File: src/common/prc_pkg.sv
// Package for the portrait rotation control block: offsets, fields, types
package prc_pkg;
  localparam int ADDR_W = 8;
  localparam int MEM_AW = 17;
  // Register indices; byte address is four times the index
  localparam logic [5:0] IDX_START_LOW = 6'h0c;
  localparam logic [5:0] IDX_START_MID = 6'h0d;
  localparam logic [5:0] IDX_START_TOP = 6'h0e;
  localparam logic [5:0] IDX_ROT_CTRL = 6'h1b;
  localparam logic [5:0] IDX_STRIDE = 6'h1c;
  localparam logic [5:0] IDX_CFG = 6'h20;
  localparam logic [5:0] IDX_STATUS = 6'h21;
  // Rotation control fields
  localparam int BIT_ENABLE = 7;
  localparam int BIT_ALT = 6;
  localparam int BIT_MCLK_SEL = 2;
  localparam logic [7:0] ROT_WR_MASK = 8'hc7;
  localparam logic [7:0] TOP_WR_MASK = 8'h01;
  localparam logic [7:0] RESET_BYTE = 8'h00;
  localparam logic [15:0] RESET_SIZE = 16'h0140;
  localparam logic [31:0] UNMAPPED_DATA = 32'h00000000;
  localparam logic [1:0] MCLK_DIV_SLOW = 2'h1;
  localparam logic [1:0] MCLK_DIV_FAST = 2'h0;

  typedef struct packed {
    logic enable;
    logic alt;
    logic mclk_sel;
    logic [1:0] pclk_sel;
  } prc_rot_t;

  typedef struct packed {
    logic valid;
    logic first_line;
    logic [MEM_AW-1:0] addr;
  } prc_fetch_t;

  typedef enum logic [2:0] {
    ST_IDLE = 3'b001,
    ST_SCAN = 3'b010,
    ST_WRAP = 3'b100
  } prc_state_t;
endpackage : prc_pkg

File: src/verilog/prc_rotation_ctrl.sv
// Portrait rotation control: registers, clock options and rotated refresh addressing
`timescale 1ns/10ps
// Operation
// RQ1: Enable clear means landscape, settings ignored
// RQ2: Select bit picks default or alternate scheme
// RQ3: Software uses power of two width
// RQ4: Default scheme scrolls in two-line steps
// RQ5: Alternate scheme scrolls one line at a time
// RQ6: Alternate needs twice the input clock
// RQ7: Portrait refresh scans columns from row end
// RQ8: Start value is byte offset in portrait
// RQ9: Software loads start with stride minus one
// RQ10: Stride register spaces lines in portrait only
// RQ11: Memory clock boosts during CPU access
// RQ12: Boost allowed only at 25 MHz or less
// RQ13: Input clock feeds portrait clock, memory derived
// RQ14: Bit 7 enables, bit 6 selects scheme
// RQ15: Bit 2 makes memory clock equal portrait
// RQ16: No second screen during portrait
// RQ17: Bits 1-0 pixel clock select, 5-3 zero
module prc_rotation_ctrl #(
  parameter logic [15:0] PANEL_LINES = 16'h00f0
) (
  input wire logic sys_clk,
  input wire logic reset_n,
  input wire logic [prc_pkg::ADDR_W-1:0] avs_address,
  input wire logic avs_read,
  input wire logic avs_write,
  input wire logic [31:0] avs_writedata,
  input wire logic [3:0] avs_byteenable,
  output logic [31:0] avs_readdata,
  output logic avs_waitrequest,
  input wire logic cpu_mem_access,
  input wire logic split_active,
  output logic portrait_mode,
  output logic alt_scheme,
  output logic [1:0] pclk_div_sel,
  output logic [1:0] mclk_div_sel,
  output logic second_screen_en,
  output logic [prc_pkg::MEM_AW-1:0] fetch_addr,
  output logic fetch_valid,
  output logic fetch_first_line
);
  logic [7:0] start_low_q;
  logic [7:0] start_mid_q;
  logic start_top_q;
  prc_pkg::prc_rot_t rot_q;
  logic [7:0] stride_q;
  logic [15:0] panel_cols_q;
  logic run_q;
  logic ack_q;
  logic [31:0] rdata_q;
  logic cpu_s1_q;
  logic cpu_s2_q;
  logic split_s1_q;
  logic split_s2_q;
  prc_pkg::prc_state_t state_q;
  logic [15:0] col_q;
  logic [15:0] row_q;
  logic [prc_pkg::MEM_AW-1:0] start_byte_q;
  prc_pkg::prc_fetch_t fetch_q;
  logic [1:0] mclk_q;
  logic [1:0] pclk_q;
  logic portrait_q;
  logic alt_q;
  logic split_q;

  logic [5:0] idx;
  logic wr_now;
  logic rd_now;
  logic [7:0] wbyte;
  logic [prc_pkg::MEM_AW-1:0] start_raw;
  logic [prc_pkg::MEM_AW-1:0] start_eff;
  logic [prc_pkg::MEM_AW-1:0] line_base;
  logic [prc_pkg::MEM_AW-1:0] row_off;

  assign idx = avs_address[7:2];
  assign wbyte = avs_writedata[7:0];
  // One wait cycle, then the acknowledge; a request is taken only when acked
  assign wr_now = avs_write && ack_q;
  assign rd_now = avs_read && ack_q;
  assign start_raw = {start_top_q, start_mid_q, start_low_q};

  // Bus handshake: waitrequest drops for one cycle per request
  always_ff @(posedge sys_clk or negedge reset_n) begin
    if (!reset_n) begin
      ack_q <= 1'b0;
    end else begin
      ack_q <= (avs_read || avs_write) && !ack_q;
    end
  end

  // Waitrequest is registered and low only in the acknowledge cycle
  always_ff @(posedge sys_clk or negedge reset_n) begin
    if (!reset_n) begin
      avs_waitrequest <= 1'b1;
    end else begin
      avs_waitrequest <= !((avs_read || avs_write) && !ack_q);
    end
  end

  // Register writes, gated by byte enable 0; lane 0 carries data except CFG, which takes bits 15-0
  always_ff @(posedge sys_clk or negedge reset_n) begin
    if (!reset_n) begin
      start_low_q <= prc_pkg::RESET_BYTE;
      start_mid_q <= prc_pkg::RESET_BYTE;
      start_top_q <= 1'b0;
      rot_q <= '0;
      stride_q <= prc_pkg::RESET_BYTE;
      panel_cols_q <= prc_pkg::RESET_SIZE;
    end else if (wr_now && avs_byteenable[0]) begin
      if (idx == prc_pkg::IDX_START_LOW) begin
        start_low_q <= wbyte;
      end else if (idx == prc_pkg::IDX_START_MID) begin
        start_mid_q <= wbyte;
      end else if (idx == prc_pkg::IDX_START_TOP) begin
        start_top_q <= wbyte[0]; // [RQ8]
      end else if (idx == prc_pkg::IDX_ROT_CTRL) begin
        rot_q.enable <= wbyte[prc_pkg::BIT_ENABLE]; // [RQ14]
        rot_q.alt <= wbyte[prc_pkg::BIT_ALT]; // [RQ14]
        rot_q.mclk_sel <= wbyte[prc_pkg::BIT_MCLK_SEL]; // [RQ15]
        rot_q.pclk_sel <= wbyte[1:0]; // [RQ17]
      end else if (idx == prc_pkg::IDX_STRIDE) begin
        stride_q <= wbyte; // [RQ10]
      end else if (idx == prc_pkg::IDX_CFG) begin
        panel_cols_q <= avs_writedata[15:0];
      end
    end
  end

  // Read data; unmapped addresses and reserved bits read as zero
  always_ff @(posedge sys_clk or negedge reset_n) begin
    if (!reset_n) begin
      rdata_q <= prc_pkg::UNMAPPED_DATA;
    end else if ((avs_read || avs_write) && !ack_q) begin
      if (idx == prc_pkg::IDX_START_LOW) begin
        rdata_q <= {24'h000000, start_low_q};
      end else if (idx == prc_pkg::IDX_START_MID) begin
        rdata_q <= {24'h000000, start_mid_q};
      end else if (idx == prc_pkg::IDX_START_TOP) begin
        rdata_q <= {24'h000000, 7'h00, start_top_q};
      end else if (idx == prc_pkg::IDX_ROT_CTRL) begin
        rdata_q <= {24'h000000, rot_q.enable, rot_q.alt, 3'h0, rot_q.mclk_sel, rot_q.pclk_sel}; // [RQ17]
      end else if (idx == prc_pkg::IDX_STRIDE) begin
        rdata_q <= {24'h000000, stride_q};
      end else if (idx == prc_pkg::IDX_CFG) begin
        rdata_q <= {16'h0000, panel_cols_q};
      end else if (idx == prc_pkg::IDX_STATUS) begin
        rdata_q <= {run_q, 1'b0, mclk_q, row_q[11:0], col_q};
      end else begin
        rdata_q <= prc_pkg::UNMAPPED_DATA;
      end
    end
  end
  assign avs_readdata = rdata_q;

  // Pin synchronisers
  always_ff @(posedge sys_clk or negedge reset_n) begin
    if (!reset_n) begin
      cpu_s1_q <= 1'b0;
      cpu_s2_q <= 1'b0;
      split_s1_q <= 1'b0;
      split_s2_q <= 1'b0;
    end else begin
      cpu_s1_q <= cpu_mem_access;
      cpu_s2_q <= cpu_s1_q;
      split_s1_q <= split_active;
      split_s2_q <= split_s1_q;
    end
  end

  // Clock selections; sys_clk stands for the input clock routed as portrait clock
  always_ff @(posedge sys_clk or negedge reset_n) begin
    if (!reset_n) begin
      portrait_q <= 1'b0;
      alt_q <= 1'b0;
      pclk_q <= 2'h0;
      mclk_q <= prc_pkg::MCLK_DIV_SLOW;
      split_q <= 1'b0;
    end else begin
      portrait_q <= rot_q.enable; // [RQ1]
      alt_q <= rot_q.enable && rot_q.alt; // [RQ2]
      // Settings are ignored in landscape
      pclk_q <= rot_q.enable ? rot_q.pclk_sel : 2'h0; // [RQ1] [RQ13] [RQ17]
      if (!rot_q.enable) begin
        mclk_q <= prc_pkg::MCLK_DIV_SLOW;
      end else if (rot_q.mclk_sel && cpu_s2_q) begin
        mclk_q <= prc_pkg::MCLK_DIV_FAST; // [RQ11] [RQ15]
      end else begin
        mclk_q <= prc_pkg::MCLK_DIV_SLOW; // [RQ11] [RQ13]
      end
      split_q <= split_s2_q && !rot_q.enable; // [RQ16]
    end
  end
  assign portrait_mode = portrait_q;
  assign alt_scheme = alt_q;
  assign pclk_div_sel = pclk_q;
  assign mclk_div_sel = mclk_q;
  assign second_screen_en = split_q;

  // Default scheme drops the low start bit, so scrolling moves two lines at once
  assign start_eff = rot_q.alt ? start_raw : {start_raw[prc_pkg::MEM_AW-1:1], 1'b0}; // [RQ4] [RQ5]
  assign row_off = prc_pkg::MEM_AW'(row_q);
  assign line_base = start_byte_q - row_off; // [RQ7]

  // Rotated refresh: each panel line walks down memory rows, stepping by stride
  always_ff @(posedge sys_clk or negedge reset_n) begin
    if (!reset_n) begin
      state_q <= prc_pkg::ST_IDLE;
      run_q <= 1'b0;
      col_q <= 16'h0000;
      row_q <= 16'h0000;
      start_byte_q <= '0;
      fetch_q <= '0;
    end else begin
      case (state_q)
        prc_pkg::ST_IDLE: begin
          fetch_q <= '0;
          run_q <= 1'b0;
          if (rot_q.enable) begin // [RQ1]
            start_byte_q <= start_eff; // [RQ8]
            col_q <= 16'h0000;
            row_q <= 16'h0000;
            run_q <= 1'b1;
            state_q <= prc_pkg::ST_SCAN;
          end
        end
        prc_pkg::ST_SCAN: begin
          if (!rot_q.enable) begin
            fetch_q <= '0;
            state_q <= prc_pkg::ST_IDLE;
          end else begin
            fetch_q.valid <= 1'b1;
            fetch_q.first_line <= (row_q == 16'h0000);
            // Start at the end of the first memory row and move one row down per pixel
            fetch_q.addr <= line_base + prc_pkg::MEM_AW'(col_q) * prc_pkg::MEM_AW'(stride_q); // [RQ7] [RQ10]
            if (col_q == panel_cols_q - 16'h0001) begin
              col_q <= 16'h0000;
              state_q <= prc_pkg::ST_WRAP;
            end else begin
              col_q <= col_q + 16'h0001;
            end
          end
        end
        prc_pkg::ST_WRAP: begin
          fetch_q.valid <= 1'b0;
          if (row_q == PANEL_LINES - 16'h0001) begin
            // New frame picks up the latest start offset
            row_q <= 16'h0000;
            start_byte_q <= start_eff; // [RQ4] [RQ5]
          end else begin
            row_q <= row_q + 16'h0001;
          end
          state_q <= rot_q.enable ? prc_pkg::ST_SCAN : prc_pkg::ST_IDLE;
        end
        default: begin
          state_q <= prc_pkg::ST_IDLE;
        end
      endcase
    end
  end
  assign fetch_addr = fetch_q.addr;
  assign fetch_valid = fetch_q.valid;
  assign fetch_first_line = fetch_q.first_line;
endmodule : prc_rotation_ctrl

File: config.mk
export PLATFORM = sky130hd
export DESIGN_NAME = prc_rotation_ctrl
export DESIGN_NICKNAME = d
export VERILOG_FILES = /design/src/common/prc_pkg.sv /design/src/verilog/prc_rotation_ctrl.sv
export SDC_FILE = /design/constraint.sdc
export NUM_CORES = 1
export LEC_CHECK = 0
export ABC_CLOCK_PERIOD_IN_PS = 7600
export BUFFER_PORTS_ARGS = -buffer_cell sky130_fd_sc_hd__buf_2
export CAP_MARGIN = 20
export CORE_ASPECT_RATIO = 0.5
export CORE_MARGIN = 4
export CORE_UTILIZATION = 60
export CTS_BUF_LIST = sky130_fd_sc_hd__clkbuf_4 sky130_fd_sc_hd__clkbuf_8
export CTS_CLUSTER_DIAMETER = 120
export DETAILED_ROUTE_END_ITERATION = 16
export PLACE_DENSITY = 0.91
export SLEW_MARGIN = 0
export SYNTH_ARGS = -nofsm -noshare
export SYNTH_HDL_FRONTEND = slang
export SYNTH_SLANG_ARGS = --single-unit
File: constraint.sdc
create_clock -name sys_clk -period 7.6 [get_ports sys_clk]
set_input_delay 0.38 -clock sys_clk [delete_from_list [all_inputs] [get_ports sys_clk]]
set_output_delay 0.38 -clock sys_clk [all_outputs]
set_load 0.01 [all_outputs]
==> impl_metrics.ini <==
[placed_design]
dp_cells = 1449
port_buffers = 84
gp_congestion = 0.937
dp_hpwl_mm = 22.0

[setup_path]
reg2reg_to = fetch_addr[16]
critPathMaxStageDelay_ns = 0.80
crit_top_cell = fa_1
worstPathArrival_ns = 6.62
endpoint_kind = flop
path_class = reg2reg
crit_start = stride_q[1]
cp_num_buf_inv = 3
crit_cells = 17
r2r_cells = 17
crit_chain = nand2_1 > fa_1 > inv_1 > fa_1 > fa_1 > fa_1 > inv_1 > fa_1 > inv_1 > ha_1 > o21ai_0 > a21boi_0 > a2111oi_0 > nor2_1 > o32a_1 > xnor2_1 > a22o_1
crit_family = adder cells
regToRegStartpoint = stride_q[1]
cp-endpoint = fetch_addr[16]
cp.required_ns = 7.97
slowest_stage = dfrtp_1
cp_max_fo = 18
rrSetupSlack_ns = 1.35
worstSetupStartpointType = flop

[timing]
finalSetupViolCount = 0
worst_hold_slack_ns = -0.00187
drv_slew = 0
fin_crit_ns = 6.25
worst_slew_pin_slew_ns = 1.09
tns_ns = 0
finalHoldViolations = 1
skew_ns = 0.0218
post-route-period-util = 0.822
fmax_ghz = 0.160
rsz0062_at_grt = no
slew-limit-headroom = 0.269

[logic_synthesis]
netlist_top_cells_area = dfrtp_1 (34%), fa_1 (17%), mux2_2 (5.9%)
synth_seq_area_share = 0.349
syn_inst = 1165
yosys_warnings = 0
syn_area_mm2 = 0.0115
synth_edf_count = 0
synth_top_area_frac = 0.338
ys.flop_type = dfrtp_1
yosysUniqueCellTypes = 72
yosys.area.top_type = dfrtp_1
async_flop_share = 1.00
ys_ff_latch = 160
syn_area_per_cell_um2 = 9.86

[global_route]
grt_overflow = 0
grt_max_degree = 100
antenna_found_initial = 0
grt_first_pass_wirelength_mm = 47.6
track_usage = 0.282
grt_pass1_vias = 9093

[die]
ios = 109
die_area_mm2 = 0.0216
core_mm2 = 0.0186
start_util = 0.617
rows = 35
die_h_um = 106
die_w_um = 204

[power]
p_leak_nw = 6.10
p_switching_mw = 0.593
power_frac_comb = 0.156
pwr-share-seq = 0.480
p_int_mw = 1.30
peakVddDrop_mv = 0.121
p_clk_frac = 0.364
swShare = 0.313
cellPowerDensity_mw_per_mm2 = 152

[clock_tree]
clockBufferDepth = 2
ctsHtreeMaxLevel = 4
clockRootBuffer = clkbuf_8
cts_resized = 0
postCtsSetupBuffers = 0
clk_pin_slew_worst_paths_ns = 0.10
cts_hold_buf = 2
clock-sinks = 160
clk_latency_ns = 0.49
cts_tree = done
cts_buffers = 17

[routing]
drtAntennaViolNets = 0
drt-met1-wl_mm = 12.5
viasPerCell = 6.01
drt-total-wl_mm = 29.2
vias = 8918
wl_per_cell_um = 19.7
drtPass1Iterations = 7
wl_met2_mm = 13.3
topRoutingLayerUsed = met4
drc = 0
met3_length_mm = 3.01
drt-initial-drc-count = 721

[final_layout]
n_fill_cell = 1386
nets = 1392
drive_above_1_share = 0.166
areaGrowthSynthToFinish_pct = 8.35
fin_cells = 1484

[status]
outcome = complete, but fails checks
violations = hold timing

[job]
maxCapViolCount = 0

[worst_hold_path]
hp-class = in2async
metrics by stage:
step / instance area, um^2 / worst slack [ns] / util / power [mW]
4_1_cts: 12400 / 1.44 / 0.669 / 1.89
3_5_place_dp: 12000 / 1.46 / 0.646 / 1.21
2_1_floorplan: 11500 / 2.11 / - / 1.11
6_report: 12400 / 1.35 / 0.669 / 1.89
3_3_place_gp: 12000 / 1.62 / 0.646 / 1.20
5_1_grt: 12400 / 1.06 / 0.669 / 1.97
power groups by stage:
stage | Sequential (mW) | Combinational [mW] | Clock [mW]
floorplan | 0.909 | 0.206 | 0
global placement | 0.923 | 0.274 | 0
detailed placement | 0.925 | 0.285 | 0
CTS | 0.908 | 0.289 | 0.689
global route | 0.913 | 0.319 | 0.735
finish | 0.910 | 0.295 | 0.689
state kept, by name, indices dropped and copies added (netlist names), 2 cells and up:
register,flops
start_mid_q,8
col_q,16
start_byte_q,17
row_q,16
panel_cols_q,16
pclk_div_sel,2
start_low_q,8
fetch_addr,17
state_q,3
stride_q,8
avs_readdata,30
rot_q,5
synthesized netlist by cell type (all sizes together) (7+ instances only):
library cell and n:
dfrtp 155, xnor2 29, nor4 8, o221ai 7, nand3 20, nand2b 8, a22o 26, buf 16
a21oi 16, o31ai 12, xor2 20, inv 145, nor2 40, nor2b 10, nor3 19, mux2 60
and2 59, o21ai 79, a22oi 8, fa 95, clkbuf 52, nand2 135, nand4 8, and3 16
ha 36
layout by cell type (no fill, tap or decap), types with 16 or more instances in the layout:
cell / count
buf_2: 83
fa_1: 95
o21ai_0: 79
a22o_1: 26
clkbuf_8: 17
a21oi_1: 16
nor2_1: 39
and3_1: 16
inv_1: 145
xor2_1: 20
dfrtp_1: 155
nor3_1: 18
nand3_1: 20
xnor2_1: 29
nand2_1: 135
ha_1: 36
and2_1: 59
mux2_2: 60
cell families (layout without fill, tap and decap cells):
| family | count (synthesis) | count (layout) | share of synthesized area |
|---|---|---|---|
| buf+inv | 214 | 271 | 0.0738 |
| compound gates | 201 | 201 | 0.119 |
| xor+xnor | 49 | 49 | 0.0374 |
| fa+ha+maj | 131 | 131 | 0.205 |
| flops | 160 | 160 | 0.349 |
| simple gates | 348 | 348 | 0.156 |
| other cells | 1 | 4 | 0.000326 |
| mux | 61 | 61 | 0.0597 |
final cells by class:
class / count / area, um^2 / share of cell area
flip-flops and latches: 160 / 4010 / 0.322
repair buffers: 93 / 499 / 0.0401
diodes: 1 / 2.50 / 0.000201
well taps: 259 / 324 / 0.0260
clock buffers: 18 / 241 / 0.0194
inverters: 146 / 548 / 0.0440
clock inverters: 14 / 168 / 0.0135
multi-input cells: 793 / 6660 / 0.535
worst reg2reg max path, cell delays in order (launching register included):
cell and delay (ns):
dfrtp_1 0.80, nand2_1 0.18, fa_1 0.54, inv_1 0.06, fa_1 0.49, fa_1 0.51, fa_1 0.49, inv_1 0.05
fa_1 0.48, inv_1 0.05, ha_1 0.33, o21ai_0 0.33, a21boi_0 0.18, a2111oi_0 0.75, nor2_1 0.17, o32a_1 0.40
xnor2_1 0.13, a22o_1 0.21
routing by layer:
metal	up-vias	track usage
li1	3980	-
met5	-	0
met2	423	0.438
met1	4461	0.397
met3	54	0.0808
met4	0	0.0659
how the worst min path moves through the flow:
| stage | to | depth (start not counted) | start |
|---|---|---|---|
| floorplan | ack_q | 0 | reset_n |
| global placement | split_s2_q | 0 | split_s1_q |
| detailed placement | split_s2_q | 0 | split_s1_q |
| CTS | start_low_q[0] | 1 | reset_n |
| global route | avs_readdata[7] | 1 | reset_n |
| finish | avs_readdata[7] | 1 | reset_n |
Note: power is estimated with default switching activity, not from simulation.
